[config.mk]
export PLATFORM = sky130hd
export DESIGN_NAME = dms_display_mode_sequencer
export DESIGN_NICKNAME = d
export VERILOG_FILES = /design/src/dms_debounce.v /design/src/dms_display_mode_sequencer.v
export VERILOG_INCLUDE_DIRS = /design/src
export SDC_FILE = /design/constraint.sdc
export NUM_CORES = 1
export LEC_CHECK = 0
export BUFFER_PORTS_ARGS = -buffer_cell sky130_fd_sc_hd__buf_2
export CAP_MARGIN = 20
export CORE_ASPECT_RATIO = 0.5
export CORE_UTILIZATION = 55
export CTS_CLUSTER_SIZE = 14
export DETAILED_ROUTE_END_ITERATION = 8
export PLACE_DENSITY = 0.76
export SYNTH_ARGS = -nofsm -noshare
export SYNTH_HDL_FRONTEND = slang
export SYNTH_SLANG_ARGS = --single-unit
[constraint.sdc]
create_clock -name core_clk -period 11.6 [get_ports core_clk]
set_input_delay 1.16 -clock core_clk [delete_from_list [all_inputs] [get_ports core_clk]]
set_output_delay 1.16 -clock core_clk [all_outputs]
set_load 0.01 [all_outputs]
[src/dms_map.vh]
// Constants for the front-panel display mode sequencer
`ifndef DMS_MAP_VH
`define DMS_MAP_VH

// ----------------------------------------------------------------------
// Clock and times
// ----------------------------------------------------------------------
`define DMS_CLK_HZ 100000000
`define DMS_CYC_PER_MS (`DMS_CLK_HZ / 1000)
`define DMS_DEBOUNCE_MS 10
`define DMS_LONG_PRESS_MS 1000
`define DMS_DWELL_MS 1000
`define DMS_VIEW_DELAY_MS 200
`define DMS_DIAGNOSTIC_VIEW_DELAY_MS 600
`define DMS_BLINK_MS 250

// ----------------------------------------------------------------------
// Top-level views, one-hot
// ----------------------------------------------------------------------
`define DMS_V_LOCAL 3'h1
`define DMS_V_REMOTE 3'h2
`define DMS_V_DIAGNOSTIC_VIEW 3'h4

// ----------------------------------------------------------------------
// Diagnostic sub-views, one-hot
// ----------------------------------------------------------------------
`define DMS_S_TEMP 4'h1
`define DMS_S_SUPPLY 4'h2
`define DMS_S_FW 4'h4
`define DMS_S_ERR 4'h8

// ----------------------------------------------------------------------
// Phases of each readout sequence
// ----------------------------------------------------------------------
`define DMS_PH_ZERO 2'h0
`define DMS_PH_ONE 2'h1
`define DMS_PH_TWO 2'h2
`define DMS_PH_LAST4 2'h3

// ----------------------------------------------------------------------
// Character codes and four-character texts (ASCII)
// ----------------------------------------------------------------------
`define DMS_CH_SPACE 8'h20
`define DMS_CH_MINUS 8'h2D
`define DMS_CH_ZERO 8'h30
`define DMS_CH_ALPHA 8'h37
`define DMS_CH_C 8'h43
`define DMS_TXT_LINK 32'h204F_5054
`define DMS_TXT_FAR 32'h434F_5054
`define DMS_TXT_TEMP 32'h5445_4D50
`define DMS_TXT_SUPPLY 32'h504F_5752
`define DMS_TXT_FW 32'h5245_5620
`define DMS_TXT_ERR 32'h4341_4D20
`define DMS_TXT_OK 32'h2020_4F4B
`define DMS_TXT_FAIL 32'h4641_494C
`define DMS_BOARD_TAGS 128'h4348_4152_4449_5350_4241_5345_5053_2020

`endif

[src/dms_debounce.v]
// Selector button synchroniser, debouncer and press classifier
`timescale 1ns/1ps
`include "dms_map.vh"

module dms_debounce #(
   parameter DEBOUNCE_CYC = `DMS_DEBOUNCE_MS * `DMS_CYC_PER_MS,
   parameter LONG_CYC = `DMS_LONG_PRESS_MS * `DMS_CYC_PER_MS
) (
   // Clock and reset
   input wire core_clk,
   input wire srst,
   // Raw button, high while pressed
   input wire btn_raw,
   // Press events
   output reg short_press,
   output reg long_press
);

   reg sync_a; // First synchroniser stage
   reg sync_b; // Second synchroniser stage
   reg stable; // Debounced level
   reg [31:0] bounce_cnt; // Time the raw level has differed from stable
   reg [31:0] hold_cnt; // Time the debounced press has lasted
   reg long_sent; // Long event already issued for this press

   // ----------------------------------------------------------------------
   // Synchroniser
   // ----------------------------------------------------------------------
   always @(posedge core_clk) begin
      if (srst) begin
         sync_a <= 1'b0;
         sync_b <= 1'b0;
      end else begin
         sync_a <= btn_raw;
         sync_b <= sync_a;
      end
   end

   // ----------------------------------------------------------------------
   // Debounce and classify: one event per physical press
   // ----------------------------------------------------------------------
   // A press shorter than LONG_CYC gives one short event at release; a
   // longer one gives one long event when the threshold is reached and
   // nothing at release, so a press never counts twice.
   always @(posedge core_clk) begin
      if (srst) begin
         stable <= 1'b0;
         bounce_cnt <= 32'h0000_0000;
         hold_cnt <= 32'h0000_0000;
         long_sent <= 1'b0;
         short_press <= 1'b0;
         long_press <= 1'b0;
      end else begin
         short_press <= 1'b0;
         long_press <= 1'b0;
         // Level must hold DEBOUNCE_CYC cycles before it is believed
         if (sync_b == stable) begin
            bounce_cnt <= 32'h0000_0000;
         end else if (bounce_cnt >= DEBOUNCE_CYC - 1) begin
            bounce_cnt <= 32'h0000_0000;
            stable <= sync_b;
            if (!sync_b && !long_sent) begin
               short_press <= 1'b1;
            end
            hold_cnt <= 32'h0000_0000;
            long_sent <= 1'b0;
         end else begin
            bounce_cnt <= bounce_cnt + 32'h0000_0001;
         end
         // Measure the hold time of a press
         if (stable && !long_sent && (sync_b == stable)) begin
            if (hold_cnt >= LONG_CYC - 1) begin
               long_press <= 1'b1;
               long_sent <= 1'b1;
            end else begin
               hold_cnt <= hold_cnt + 32'h0000_0001;
            end
         end
      end
   end

endmodule // dms_debounce

[src/dms_display_mode_sequencer.v]
// Front-panel readout sequencer: views, sub-views, text and colour
`timescale 1ns/1ps
`include "dms_map.vh"

module dms_display_mode_sequencer #(
   parameter NUM_BOARDS = 4,
   parameter BW = 2,
   parameter [NUM_BOARDS*32-1:0] BOARD_TAGS = `DMS_BOARD_TAGS,
   parameter DEBOUNCE_CYC = `DMS_DEBOUNCE_MS * `DMS_CYC_PER_MS,
   parameter LONG_CYC = `DMS_LONG_PRESS_MS * `DMS_CYC_PER_MS,
   parameter DWELL_CYC = `DMS_DWELL_MS * `DMS_CYC_PER_MS,
   parameter VIEW_DELAY_CYC = `DMS_VIEW_DELAY_MS * `DMS_CYC_PER_MS,
   parameter DIAGNOSTIC_VIEW_DELAY_CYC = `DMS_DIAGNOSTIC_VIEW_DELAY_MS * `DMS_CYC_PER_MS,
   parameter BLINK_CYC = `DMS_BLINK_MS * `DMS_CYC_PER_MS
) (
   // Clock and reset
   input wire core_clk,
   input wire srst,
   // Operator selector button, high while pressed
   input wire select_btn,
   // Receive strength sources, signed dBm
   input wire [7:0] local_rx_dbm,
   input wire [7:0] remote_rx_dbm,
   // Per-board status, board k in slice k
   input wire [NUM_BOARDS*8-1:0] board_temp_c,
   input wire [NUM_BOARDS-1:0] board_temp_ok,
   input wire [NUM_BOARDS-1:0] board_supply_ok,
   input wire [NUM_BOARDS-1:0] board_has_mcu,
   input wire [NUM_BOARDS*16-1:0] board_fw_version,
   // Far unit error status
   input wire [15:0] far_error,
   // Four-character display, leftmost in bits 31:24
   output reg [31:0] disp_text,
   output reg disp_green,
   output reg disp_red,
   // View indicator LEDs
   output wire led_local,
   output wire led_remote,
   output wire led_diagnostic_view
);

   // ----------------------------------------------------------------------
   // Helper functions
   // ----------------------------------------------------------------------
   // One digit to its character, hex letters included
   function [7:0] dig;
      input [3:0] d;
      begin
         dig = (d < 4'h a) ? `DMS_CH_ZERO + {4'h0, d} : `DMS_CH_ALPHA + {4'h0, d};
      end
   endfunction

   // Signed value to text: sign then up to three digits, right-aligned with leading spaces, or two digits and C
   function [31:0] fmt_num;
      input [7:0] v;
      input with_c;
      reg [7:0] mag;
      reg [7:0] h;
      reg [7:0] t;
      reg [7:0] o;
      reg [7:0] sg;
      begin
         mag = v[7] ? (8'h00 - v) : v;
         h = mag / 8'h64;
         t = (mag / 8'h0a) % 8'h0a;
         o = mag % 8'h0a;
         sg = v[7] ? `DMS_CH_MINUS : `DMS_CH_SPACE;
         if (with_c) begin
            fmt_num = {sg, dig(t[3:0]), dig(o[3:0]), `DMS_CH_C};
         end else if (h != 8'h00) begin
            fmt_num = {sg, dig(h[3:0]), dig(t[3:0]), dig(o[3:0])};
         end else if (t != 8'h00) begin
            fmt_num = {`DMS_CH_SPACE, sg, dig(t[3:0]), dig(o[3:0])};
         end else begin
            fmt_num = {`DMS_CH_SPACE, `DMS_CH_SPACE, sg, dig(o[3:0])};
         end
      end
   endfunction

   // Next board index, wrapping at the last board
   function [BW-1:0] next_board;
      input [BW-1:0] b;
      begin
         next_board = (b == NUM_BOARDS - 1) ? {BW{1'b0}} : b + 1'b1;
      end
   endfunction

   // ----------------------------------------------------------------------
   // State
   // ----------------------------------------------------------------------
   wire short_press; // Quick press event
   wire long_press; // Held press event
   wire any_press = short_press | long_press;
   reg [2:0] view; // Active view, one-hot
   reg [2:0] pend_view; // View waiting for the switch delay
   reg switching; // Switch delay running
   reg [31:0] sw_cnt; // Switch delay counter
   reg [3:0] sub; // Diagnostic sub-view, one-hot
   reg [1:0] phase; // Item within the readout sequence
   reg [BW-1:0] board; // Board being reported
   reg far_tag_done; // Far tag shown once in the remote view
   reg [31:0] dwell_cnt; // Item dwell divider
   reg blinking; // Diagnostic LED blinks after entry
   reg [31:0] blink_cnt; // Blink rate divider
   reg blink_on; // Blink phase
   wire dwell_tick = (dwell_cnt >= DWELL_CYC - 1);
   wire in_diagnostic_view = (view == `DMS_V_DIAGNOSTIC_VIEW);
   wire fw_skip = (sub == `DMS_S_FW) && !board_has_mcu[board] && (|board_has_mcu);
   wire [2:0] next_view = (view == `DMS_V_DIAGNOSTIC_VIEW) ? `DMS_V_LOCAL : {view[1:0], 1'b0};

   // ----------------------------------------------------------------------
   // Button front end
   // ----------------------------------------------------------------------
   dms_debounce #(
      .DEBOUNCE_CYC(DEBOUNCE_CYC),
      .LONG_CYC(LONG_CYC)
   ) u_btn (
      .core_clk(core_clk),
      .srst(srst),
      .btn_raw(select_btn),
      .short_press(short_press),
      .long_press(long_press)
   );

   // ----------------------------------------------------------------------
   // View and sequence control
   // ----------------------------------------------------------------------
   // Presses during a pending switch are dropped: the operator sees no
   // change yet, and queuing them would make the panel run ahead.
   always @(posedge core_clk) begin
      if (srst) begin
         view <= `DMS_V_LOCAL;
         pend_view <= `DMS_V_LOCAL;
         switching <= 1'b0;
         sw_cnt <= 32'h0000_0000;
         sub <= `DMS_S_TEMP;
         phase <= `DMS_PH_ZERO;
         board <= {BW{1'b0}};
         far_tag_done <= 1'b0;
         dwell_cnt <= 32'h0000_0000;
         blinking <= 1'b0;
      end else if (switching) begin
         // Longer wait when the target is the diagnostic view
         if (sw_cnt >= ((pend_view == `DMS_V_DIAGNOSTIC_VIEW) ? DIAGNOSTIC_VIEW_DELAY_CYC : VIEW_DELAY_CYC) - 1) begin
            switching <= 1'b0;
            view <= pend_view;
            sub <= `DMS_S_TEMP;
            blinking <= (pend_view == `DMS_V_DIAGNOSTIC_VIEW);
            phase <= `DMS_PH_ZERO;
            board <= {BW{1'b0}};
            far_tag_done <= 1'b0;
            dwell_cnt <= 32'h0000_0000;
         end else begin
            sw_cnt <= sw_cnt + 32'h0000_0001;
         end
      end else if (any_press && !(in_diagnostic_view && short_press)) begin
         // Any press outside diagnostics, or a held press inside it
         switching <= 1'b1;
         pend_view <= next_view;
         sw_cnt <= 32'h0000_0000;
      end else if (in_diagnostic_view && short_press) begin
         // Quick press steps the diagnostic sub-view cyclically
         sub <= {sub[2:0], sub[3]};
         phase <= `DMS_PH_ZERO;
         board <= {BW{1'b0}};
         dwell_cnt <= 32'h0000_0000;
      end else if (fw_skip) begin
         // Boards without a controller have no version to show
         board <= next_board(board);
         phase <= `DMS_PH_ZERO;
      end else if (dwell_tick) begin
         dwell_cnt <= 32'h0000_0000;
         blinking <= 1'b0;
         // Sequences run forever until the next press
         case (view)
            `DMS_V_LOCAL: begin
               phase <= {1'b0, ~phase[0]};
            end
            `DMS_V_REMOTE: begin
               if (!far_tag_done) begin
                  far_tag_done <= 1'b1;
                  phase <= `DMS_PH_ZERO;
               end else begin
                  phase <= {1'b0, ~phase[0]};
               end
            end
            `DMS_V_DIAGNOSTIC_VIEW: begin
               case (sub)
                  `DMS_S_TEMP, `DMS_S_SUPPLY: begin
                     if (phase == `DMS_PH_LAST4) begin
                        // Label opens the sub-view once; each next board
                        // then runs tag, label, value
                        phase <= `DMS_PH_ONE;
                        board <= next_board(board);
                     end else begin
                        phase <= phase + 2'h1;
                     end
                  end
                  `DMS_S_FW: begin
                     if (phase == `DMS_PH_TWO) begin
                        phase <= `DMS_PH_ZERO;
                        board <= next_board(board);
                     end else begin
                        phase <= phase + 2'h1;
                     end
                  end
                  default: begin
                     phase <= {1'b0, ~phase[0]};
                  end
               endcase
            end
            default: begin
               phase <= `DMS_PH_ZERO;
            end
         endcase
      end else begin
         dwell_cnt <= dwell_cnt + 32'h0000_0001;
      end
   end

   // ----------------------------------------------------------------------
   // Blink divider for the diagnostic LED
   // ----------------------------------------------------------------------
   always @(posedge core_clk) begin
      if (srst || !blinking) begin
         blink_cnt <= 32'h0000_0000;
         blink_on <= 1'b0;
      end else if (blink_cnt >= BLINK_CYC - 1) begin
         blink_cnt <= 32'h0000_0000;
         blink_on <= ~blink_on;
      end else begin
         blink_cnt <= blink_cnt + 32'h0000_0001;
      end
   end

   // View LEDs: apart from the far tag on remote entry, the only way to tell the two receive views apart
   assign led_local = (view == `DMS_V_LOCAL);
   assign led_remote = (view == `DMS_V_REMOTE);
   assign led_diagnostic_view = in_diagnostic_view && !(blinking && !blink_on);

   // ----------------------------------------------------------------------
   // Text and colour
   // ----------------------------------------------------------------------
   reg [31:0] next_text; // Text for the current item
   reg next_red; // Item shown red
   wire [7:0] temp_sel = board_temp_c[board*8 +: 8];
   wire [15:0] fw_sel = board_fw_version[board*16 +: 16];
   wire [31:0] tag_sel = BOARD_TAGS[board*32 +: 32];

   always @* begin
      next_text = `DMS_TXT_LINK;
      next_red = 1'b0;
      case (view)
         `DMS_V_LOCAL: begin
            next_text = phase[0] ? `DMS_TXT_LINK : fmt_num(local_rx_dbm, 1'b0);
         end
         `DMS_V_REMOTE: begin
            if (!far_tag_done) begin
               next_text = `DMS_TXT_FAR;
            end else begin
               next_text = phase[0] ? `DMS_TXT_LINK : fmt_num(remote_rx_dbm, 1'b0);
            end
         end
         `DMS_V_DIAGNOSTIC_VIEW: begin
            case (sub)
               `DMS_S_TEMP: begin
                  next_red = !(&board_temp_ok);
                  case (phase)
                     `DMS_PH_ONE: next_text = tag_sel;
                     `DMS_PH_LAST4: next_text = fmt_num(temp_sel, 1'b1);
                     default: next_text = `DMS_TXT_TEMP;
                  endcase
               end
               `DMS_S_SUPPLY: begin
                  next_red = !(&board_supply_ok);
                  case (phase)
                     `DMS_PH_ONE: next_text = tag_sel;
                     `DMS_PH_LAST4: begin
                        next_text = board_supply_ok[board] ? `DMS_TXT_OK : `DMS_TXT_FAIL;
                     end
                     default: next_text = `DMS_TXT_SUPPLY;
                  endcase
               end
               `DMS_S_FW: begin
                  case (phase)
                     `DMS_PH_ONE: next_text = tag_sel;
                     `DMS_PH_TWO: begin
                        next_text = {dig(fw_sel[15:12]), dig(fw_sel[11:8]),
                                     dig(fw_sel[7:4]), dig(fw_sel[3:0])};
                     end
                     default: next_text = `DMS_TXT_FW;
                  endcase
               end
               default: begin
                  next_red = (far_error != 16'h0000);
                  next_text = phase[0] ? {dig(far_error[15:12]), dig(far_error[11:8]),
                                          dig(far_error[7:4]), dig(far_error[3:0])}
                                       : `DMS_TXT_ERR;
               end
            endcase
         end
         default: begin
            next_text = `DMS_TXT_LINK;
         end
      endcase
   end

   // Display outputs are registered, one cycle after the item changes
   always @(posedge core_clk) begin
      if (srst) begin
         disp_text <= `DMS_TXT_LINK;
         disp_green <= 1'b0;
         disp_red <= 1'b0;
      end else begin
         disp_text <= next_text;
         disp_green <= !next_red;
         disp_red <= next_red;
      end
   end

endmodule // dms_display_mode_sequencer

==> metrics, run 1 <==
routability cong.=0.994; WL/cell=around 17 µm; detailed-placement wirelength estimate=31100 µm; fin area=~0.017 mm²; Tcrit/Tclk final=0.666; minimum clock period=slightly below 8 ns; antenna violations before repair=1; CP most frequent cell=ha_1; Hold Vio Cnt, Final=0; PD cells=around 120 mW/mm²; Mapped Cells=1899; Initial Utilization=0.567; vias in the first global route=13565; Max Cap Viol=0; CTS buffer count=21; port bufs=175; Max FO, Critical Path=10; Total Power=2100 µW; count of cell types in the netlist=117; die width=237 µm; Critical-path top delay cell=o311ai_1; Rows=42; CP Class=in2reg; Synth Warn #=0; Via density=6.05; H-tree depth=1; Hold Buf Count CTS=0; setup_tns=0 ns; First DRT Iteration DRCs=1605; outcome=completed; worst path bufs/invs=6; Setup Viol. Count Final=0; Yosys reg bits=214; Highest Clock Rate=129 MHz; Worst Hold Class=reg2reg; EDFF count, synth=0; Primary FF master, synth=dfxtp_1; Die ar.=between 0.02 and 0.03 mm²; slew margin rel.=0.359; final wirelength=41400 µm; sequential area share after synthesis=0.282; setup bufs post-CTS=0; final core occ=0.633; number of gates resized after cts=0; remaining global-route overflow=0; Startpoint Class=input pin; Clock Path Buffers=3; first-pass iteration count of the detailed router=6; DRC violations left=0; n_diodes=0; Worst-Skew Late Latency=0.53 ns; antenna-violating nets left=0; die span in y=roughly 120 µm; Total GRT Usage=0.287; CTS tree=yes; largest net degree at the start of global routing=47; RSZ-0062 raised after global routing=no; I/O pins=180; Final #Nets=2272; Finished Layout Cells=between 2000 and 2500; placed cell area=between 0.015 and 0.02 mm²; CP peak stage delay=0.54 ns; first-pass GRT wire length=67900 µm; ys async rst share=0; floorplan core area=0.0268 mm²; area of the mapped netlist=0.0152 mm²; Worst Path Arrival=8.15 ns; CP top delay family=compound AO/OA/AOI/OAI gates; Layout area overhead=11.8%; Slew @ Worst Pin=between 0.9 and 1 ns; Sink Count=214; fin. max-slew vios=0; Syn Area/Cell=8.00 µm²; share of cells above drive strength 1=0.153; root buf cell=clkbuf_16; Max VDD drop=between 0.00008 and 0.00009 V; CP Capture Type=flop; Leakage=~0.0066 µW; Vias=~15000; dpl cells=2384; Clock transition at path regs=0.06 ns; required time worst endpoint=12.02 ns; fill cell count=2423; Clock Skew=0.0121 ns
synthesized netlist by cell type (16+ instances only):
cell	count	share of area
and2_1	30	0.012
mux2i_1	18	0.012
o21ai_0	83	0.027
nand2b_1	25	0.010
a21oi_1	125	0.041
inv_1	75	0.019
xnor2_1	64	0.037
nor4_1	21	0.0087
ha_1	74	0.061
o211ai_1	22	0.011
nor2b_1	25	0.010
nand2_1	169	0.042
mux4_2	23	0.034
o31ai_1	16	0.0079
a31oi_1	25	0.010
or3_1	18	0.0074
dfxtp_1	214	0.28
nand3_1	77	0.025
nand4_1	32	0.013
nor3_1	38	0.013
clkbuf_1	48	0.012
nor2_1	262	0.065
and3_1	24	0.0099
xor2_1	75	0.043
per-layer routing:
metal	part of all wire	global-route usage	vias up
met4	0.028	0.0885	0
li1	-	-	7152
met5	0	0	-
met3	0.078	0.0442	98
met2	0.44	0.456	546
met1	0.45	0.401	6825
logic make-up (layout without fill, tap and decap cells):
logic type                 count (synthesis)  count (layout)  synth area share
other                                      1              23          0.000247
DFF                                      214             214             0.282
and+or+nand+nor                          794             794             0.260
adders and majority gates                 75              75            0.0616
xor gates and xnor gates                 142             142            0.0841
buffers and inverters                    155             299            0.0419
muxes                                     49              49            0.0534
AOI/OAI and AO/OA                        469             469             0.216
stage by stage:
| step | hold WS [ns] | worst slack, ns |
|---|---|---|
| floorplan | 0.414 | 4.53 |
| global placement | 0.434 | 3.66 |
| detailed placement | 0.440 | 3.45 |
| CTS | 0.460 | 3.97 |
| global route | 0.467 | 3.24 |
| finish | 0.458 | 3.87 |
where the power goes:
part / leakage, µW / switching [µW] / internal (µW)
logic: 0.00454 / 405 / 263
registers: 0.00174 / 15.8 / 762
clock network: 0.000320 / 291 / 368
total: 0.00660 / 712 / 1390
registers in the layout, summed over array words and instances, names as in the netlist, 2 cells and up:
signal and flops:
blink_cnt 32, board 2, disp_text 28, dwell_cnt 32, pend_view 3, phase 2
sub 4, sw_cnt 32, u_btn.bounce_cnt 32, u_btn.hold_cnt 32, view 3
layout by cell type, fill, tap and decap left out, types with 10 or more instances in the layout:
cell       count
o31ai_1       16
mux4_2        23
o21ai_1       11
mux2i_1       18
nor4_1        21
dfxtp_1      213
ha_1          74
or3_1         18
o211ai_1      22
nor2b_1       25
nand4_1       32
nand3_1       77
a211o_1       10
xor2_1        75
a22oi_1       12
o21ai_0       83
nand2b_1      25
inv_1         75
buf_2        175
and2_1        30
a211oi_1      12
a31oi_1       25
clkbuf_16     21
nor2_1       262
a21o_1        12
nand2_1      169
and3_1        24
o22ai_1       10
xnor2_1       64
nor3_1        37
conb_1        23
a21oi_1      125
worst reg2reg max path: cells and delay by family (launching register included):
kind                       cells  cell delay [ns]
and+or+nand+nor                3             0.32
AOI/OAI and AO/OA             12             2.60
buffers and inverters          5             0.94
DFF                            1             0.42
xor gates and xnor gates       3             0.80
adders and majority gates      4             1.01
muxes                          1             0.49
cell type report:
class | count | area [µm²] | share of cell area
Sequential cell | 214 | 4290 | 0.252
Timing Repair Buffer | 183 | 936 | 0.0551
Clock buffer | 28 | 612 | 0.0360
Clock inverter | 5 | 35.0 | 0.00206
Inverter | 83 | 314 | 0.0185
Multi-Input combinational cell | 1552 | 10400 | 0.610
Tap cell | 352 | 440 | 0.0259
path summary, 6_finish.rpt:
check,start,endpoint,slack [ns],cells past startpoint
max,local_rx_dbm[0],disp_text[10],3.87,33
min,u_btn.hold_cnt[30],u_btn.hold_cnt[30],0.46,1
max reg2reg,board[1],disp_text[10],4.99,28
min reg2reg,u_btn.hold_cnt[30],u_btn.hold_cnt[30],0.46,1
Note: power is estimated with default switching activity, not from simulation.
==> inputs of run 2 (changes only) <==
Settings changed: ABC_AREA from default to 1, CORE_UTILIZATION 55 to 54, PLACE_DENSITY 0.76 to 0.78.
Clock period 11.6 ns to 6.2 ns, I/O delays scaled along.
==> run 2 against run 1 <==
Against the previous run:
- synthesized area shrank 1.2%
- via count grew 5.1%
- setup slack worse by 3.2 ns
==> metrics, run 2 <==
Clock Skew=0.0139 ns (was 0.0121 ns); Sw Ratio=0.364 (was 0.338); antenna violations before repair=2 (was 1); Max Cap Viol=0 (unchanged); Critical-path top delay cell=xor2_1 (was o311ai_1); first-pass iteration count of the detailed router=6 (unchanged); Clk pwr share=0.298 (was 0.313); hold_ws=0.310 ns (was 0.458 ns); minimum clock period=5.55 ns; CP peak stage delay=0.37 ns (was 0.54 ns); RSZ-0062 raised after global routing=no (unchanged); Hold Vio Cnt, Final=0 (unchanged); vias in the first global route=13716 (was 13565); Final #Nets=2697 (was 2272); Worst Hold Class=in2reg (was reg2reg); Pint=2600 µW (was 1390 µW); share of cells above drive strength 1=0.140 (was 0.153); Slew @ Worst Pin=0.874 ns (was 0.956 ns); floorplan core area=0.0269 mm² (was 0.0268 mm²); I/O pins=180 (unchanged); PD cells=242 mW/mm² (was 124 mW/mm²); EDFF count, synth=0 (unchanged); outcome=completed (unchanged); CTS buffer count=21 (unchanged); First DRT Iteration DRCs=1191 (was 1605); slew margin rel.=0.415 (was 0.359); Clock transition at path regs=0.07 ns (was 0.06 ns); die span in y=120 µm (was 119 µm); Synth Warn #=0 (unchanged); Setup Viol. Count Final=0 (unchanged); Comb pwr share=0.345 (was 0.317); top cells by count, synth=484 x nand2_1, 329 x inv_1, 237 x nor2_1 (was 262 x nor2_1, 214 x dfxtp_1, 169 x nand2_1); H-tree depth=1 (unchanged); Startpoint Class=input pin (unchanged); CP top delay family=simple AND/OR/NAND/NOR gates (was compound AO/OA/AOI/OAI gates); root buf cell=clkbuf_16 (unchanged); CTS tree=yes (unchanged); worst path bufs/invs=6 (unchanged); CP Capture Type=flop (unchanged); cell taking the most area after synthesis=dfxtp_1 (unchanged); Syn Area/Cell=6.51 µm² (was 8.00 µm²); area of the mapped netlist=0.0150 mm² (was 0.0152 mm²); Die ar.=0.0285 mm² (was 0.0283 mm²); Vias=15361 (was 14621); Total GRT Usage=0.268 (was 0.287); detailed-placement wirelength estimate=30500 µm (was 31100 µm); number of gates resized after cts=0 (unchanged); Hold Buf Count CTS=0 (unchanged); dpl ws=0.206 ns (was 3.45 ns); port bufs=175 (unchanged); Rows=42 (unchanged); sequential area share after synthesis=0.285 (was 0.282); first-pass GRT wire length=64000 µm (was 67900 µm); Layout area overhead=12.6% (was 11.8%); Worst Path Arrival=5.96 ns (was 8.15 ns); Finished Layout Cells=2867 (was 2417); Seq pwr share=0.356 (was 0.369); Initial Utilization=0.559 (was 0.567); register-to-register setup slack=0.98 ns (was 4.99 ns); setup_tns=0 ns (unchanged); fin. max-slew vios=0 (unchanged); Via density=5.36 (was 6.05); most frequent cells in the layout=484 x nand2_1, 329 x inv_1, 237 x nor2_1 (was 262 x nor2_1, 213 x dfxtp_1, 175 x buf_2); dpl cells=2831 (was 2384); required time worst endpoint=6.61 ns (was 12.02 ns); routability cong.=1.03 (was 0.994); placed cell area=0.0163 mm² (about the same); Clock Path Buffers=3 (unchanged); commonest non-fill, non-tap cell in the layout=nand2_1 (was nor2_1); largest net degree at the start of global routing=57 (was 47); Highest Clock Rate=180 MHz; Max FO, Critical Path=8 (was 10); WL/cell=13.6 µm (was 17.1 µm); antenna-violating nets left=0 (unchanged); count leader, synth=nand2_1 (was nor2_1); remaining global-route overflow=0 (unchanged); DRC violations left=0 (unchanged); Tcrit/Tclk final=0.896; Worst-Skew Late Latency=0.52 ns (was 0.53 ns); setup bufs post-CTS=0 (unchanged); Sink Count=214 (unchanged); Net Switching=1490 µW (was 712 µW); CP most frequent cell=nand2_1 (was ha_1); synth top area cells=dfxtp_1 29%, nand2_1 12%, inv_1 8.2% (was dfxtp_1 28%, nor2_1 6.5%, ha_1 6.1%); CP Class=in2reg (unchanged); Max VDD drop=0.000150 V (was 0.0000875 V); ys async rst share=0 (unchanged); share of Yosys cell area claimed by the top area cell type=0.285 (was 0.282); count of cell types in the netlist=68 (was 117); Mapped Cells=2304 (was 1899); die width=238 µm (was 237 µm); final wirelength=39100 µm (was 41400 µm); Final WS setup=0.648 ns (was 3.87 ns); fin area=0.0169 mm² (was 0.0170 mm²); Yosys reg bits=214 (unchanged); Primary FF master, synth=dfxtp_1 (unchanged); Leakage=0.00765 µW (was 0.00660 µW)
-- run 2: final cells by class --
class / instances / area, µm²
clock inverter: 6 / 43.8
timing repair buffer: 187 / 966
fill: 2608 / 9950
antenna: 2 / 5.00
multi-input combinational: 1698 / 9190
sequential: 214 / 4290
inverter: 358 / 1350
clock buffer: 28 / 602
tap: 374 / 468
-- run 2: power by group through the flow --
stage	combinational, µW	clock (µW)	sequential [µW]
final	1410	1220	1460
after global routing	1600	1310	1460
after CTS	1400	1250	1450
after detailed placement	1400	0	1490
after global placement	1370	0	1490
after floorplan	1090	0	1490
-- run 2: logic make-up after synthesis --
kind of cell,after synthesis,synth area share
AOI/OAI and AO/OA,404,0.165
xor gates and xnor gates,39,0.0228
adders and majority gates,74,0.0617
buffers and inverters,414,0.108
DFF,214,0.285
muxes,1,0.000667
other,1,0.000250
and+or+nand+nor,1157,0.356
-- run 2: final timing paths --
check                           depth (start not counted)            start            end
worst min-delay path                                    3       select_btn   u_btn.sync_a
worst min register to register                          2     u_btn.sync_a   u_btn.sync_b
worst max-delay path                                   37  local_rx_dbm[0]  disp_text[16]
worst max register to register                         34         board[0]  disp_text[21]
-- run 2: per-stage QoR --
stage / total power (µW) / util
CTS: 4110 / 0.629
floorplan: 2580 / -
detailed placement: 2880 / 0.605
global route: 4360 / 0.630
finish: 4090 / 0.630
global placement: 2860 / 0.605
-- run 2: tightest hold or removal path, delay by kind of cell --
kind                   cells  cell delay [ns]
buffers and inverters      2             0.10
and+or+nand+nor            1             0.06
-- run 2: metal layers --
layer / share of wire / up-vias / GRT usage
met4: 0.025 / 0 / 0.0802
met3: 0.059 / 70 / 0.0345
met1: 0.47 / 6951 / 0.367
met5: 0 / - / 0
li1: - / 7946 / -
met2: 0.45 / 394 / 0.440
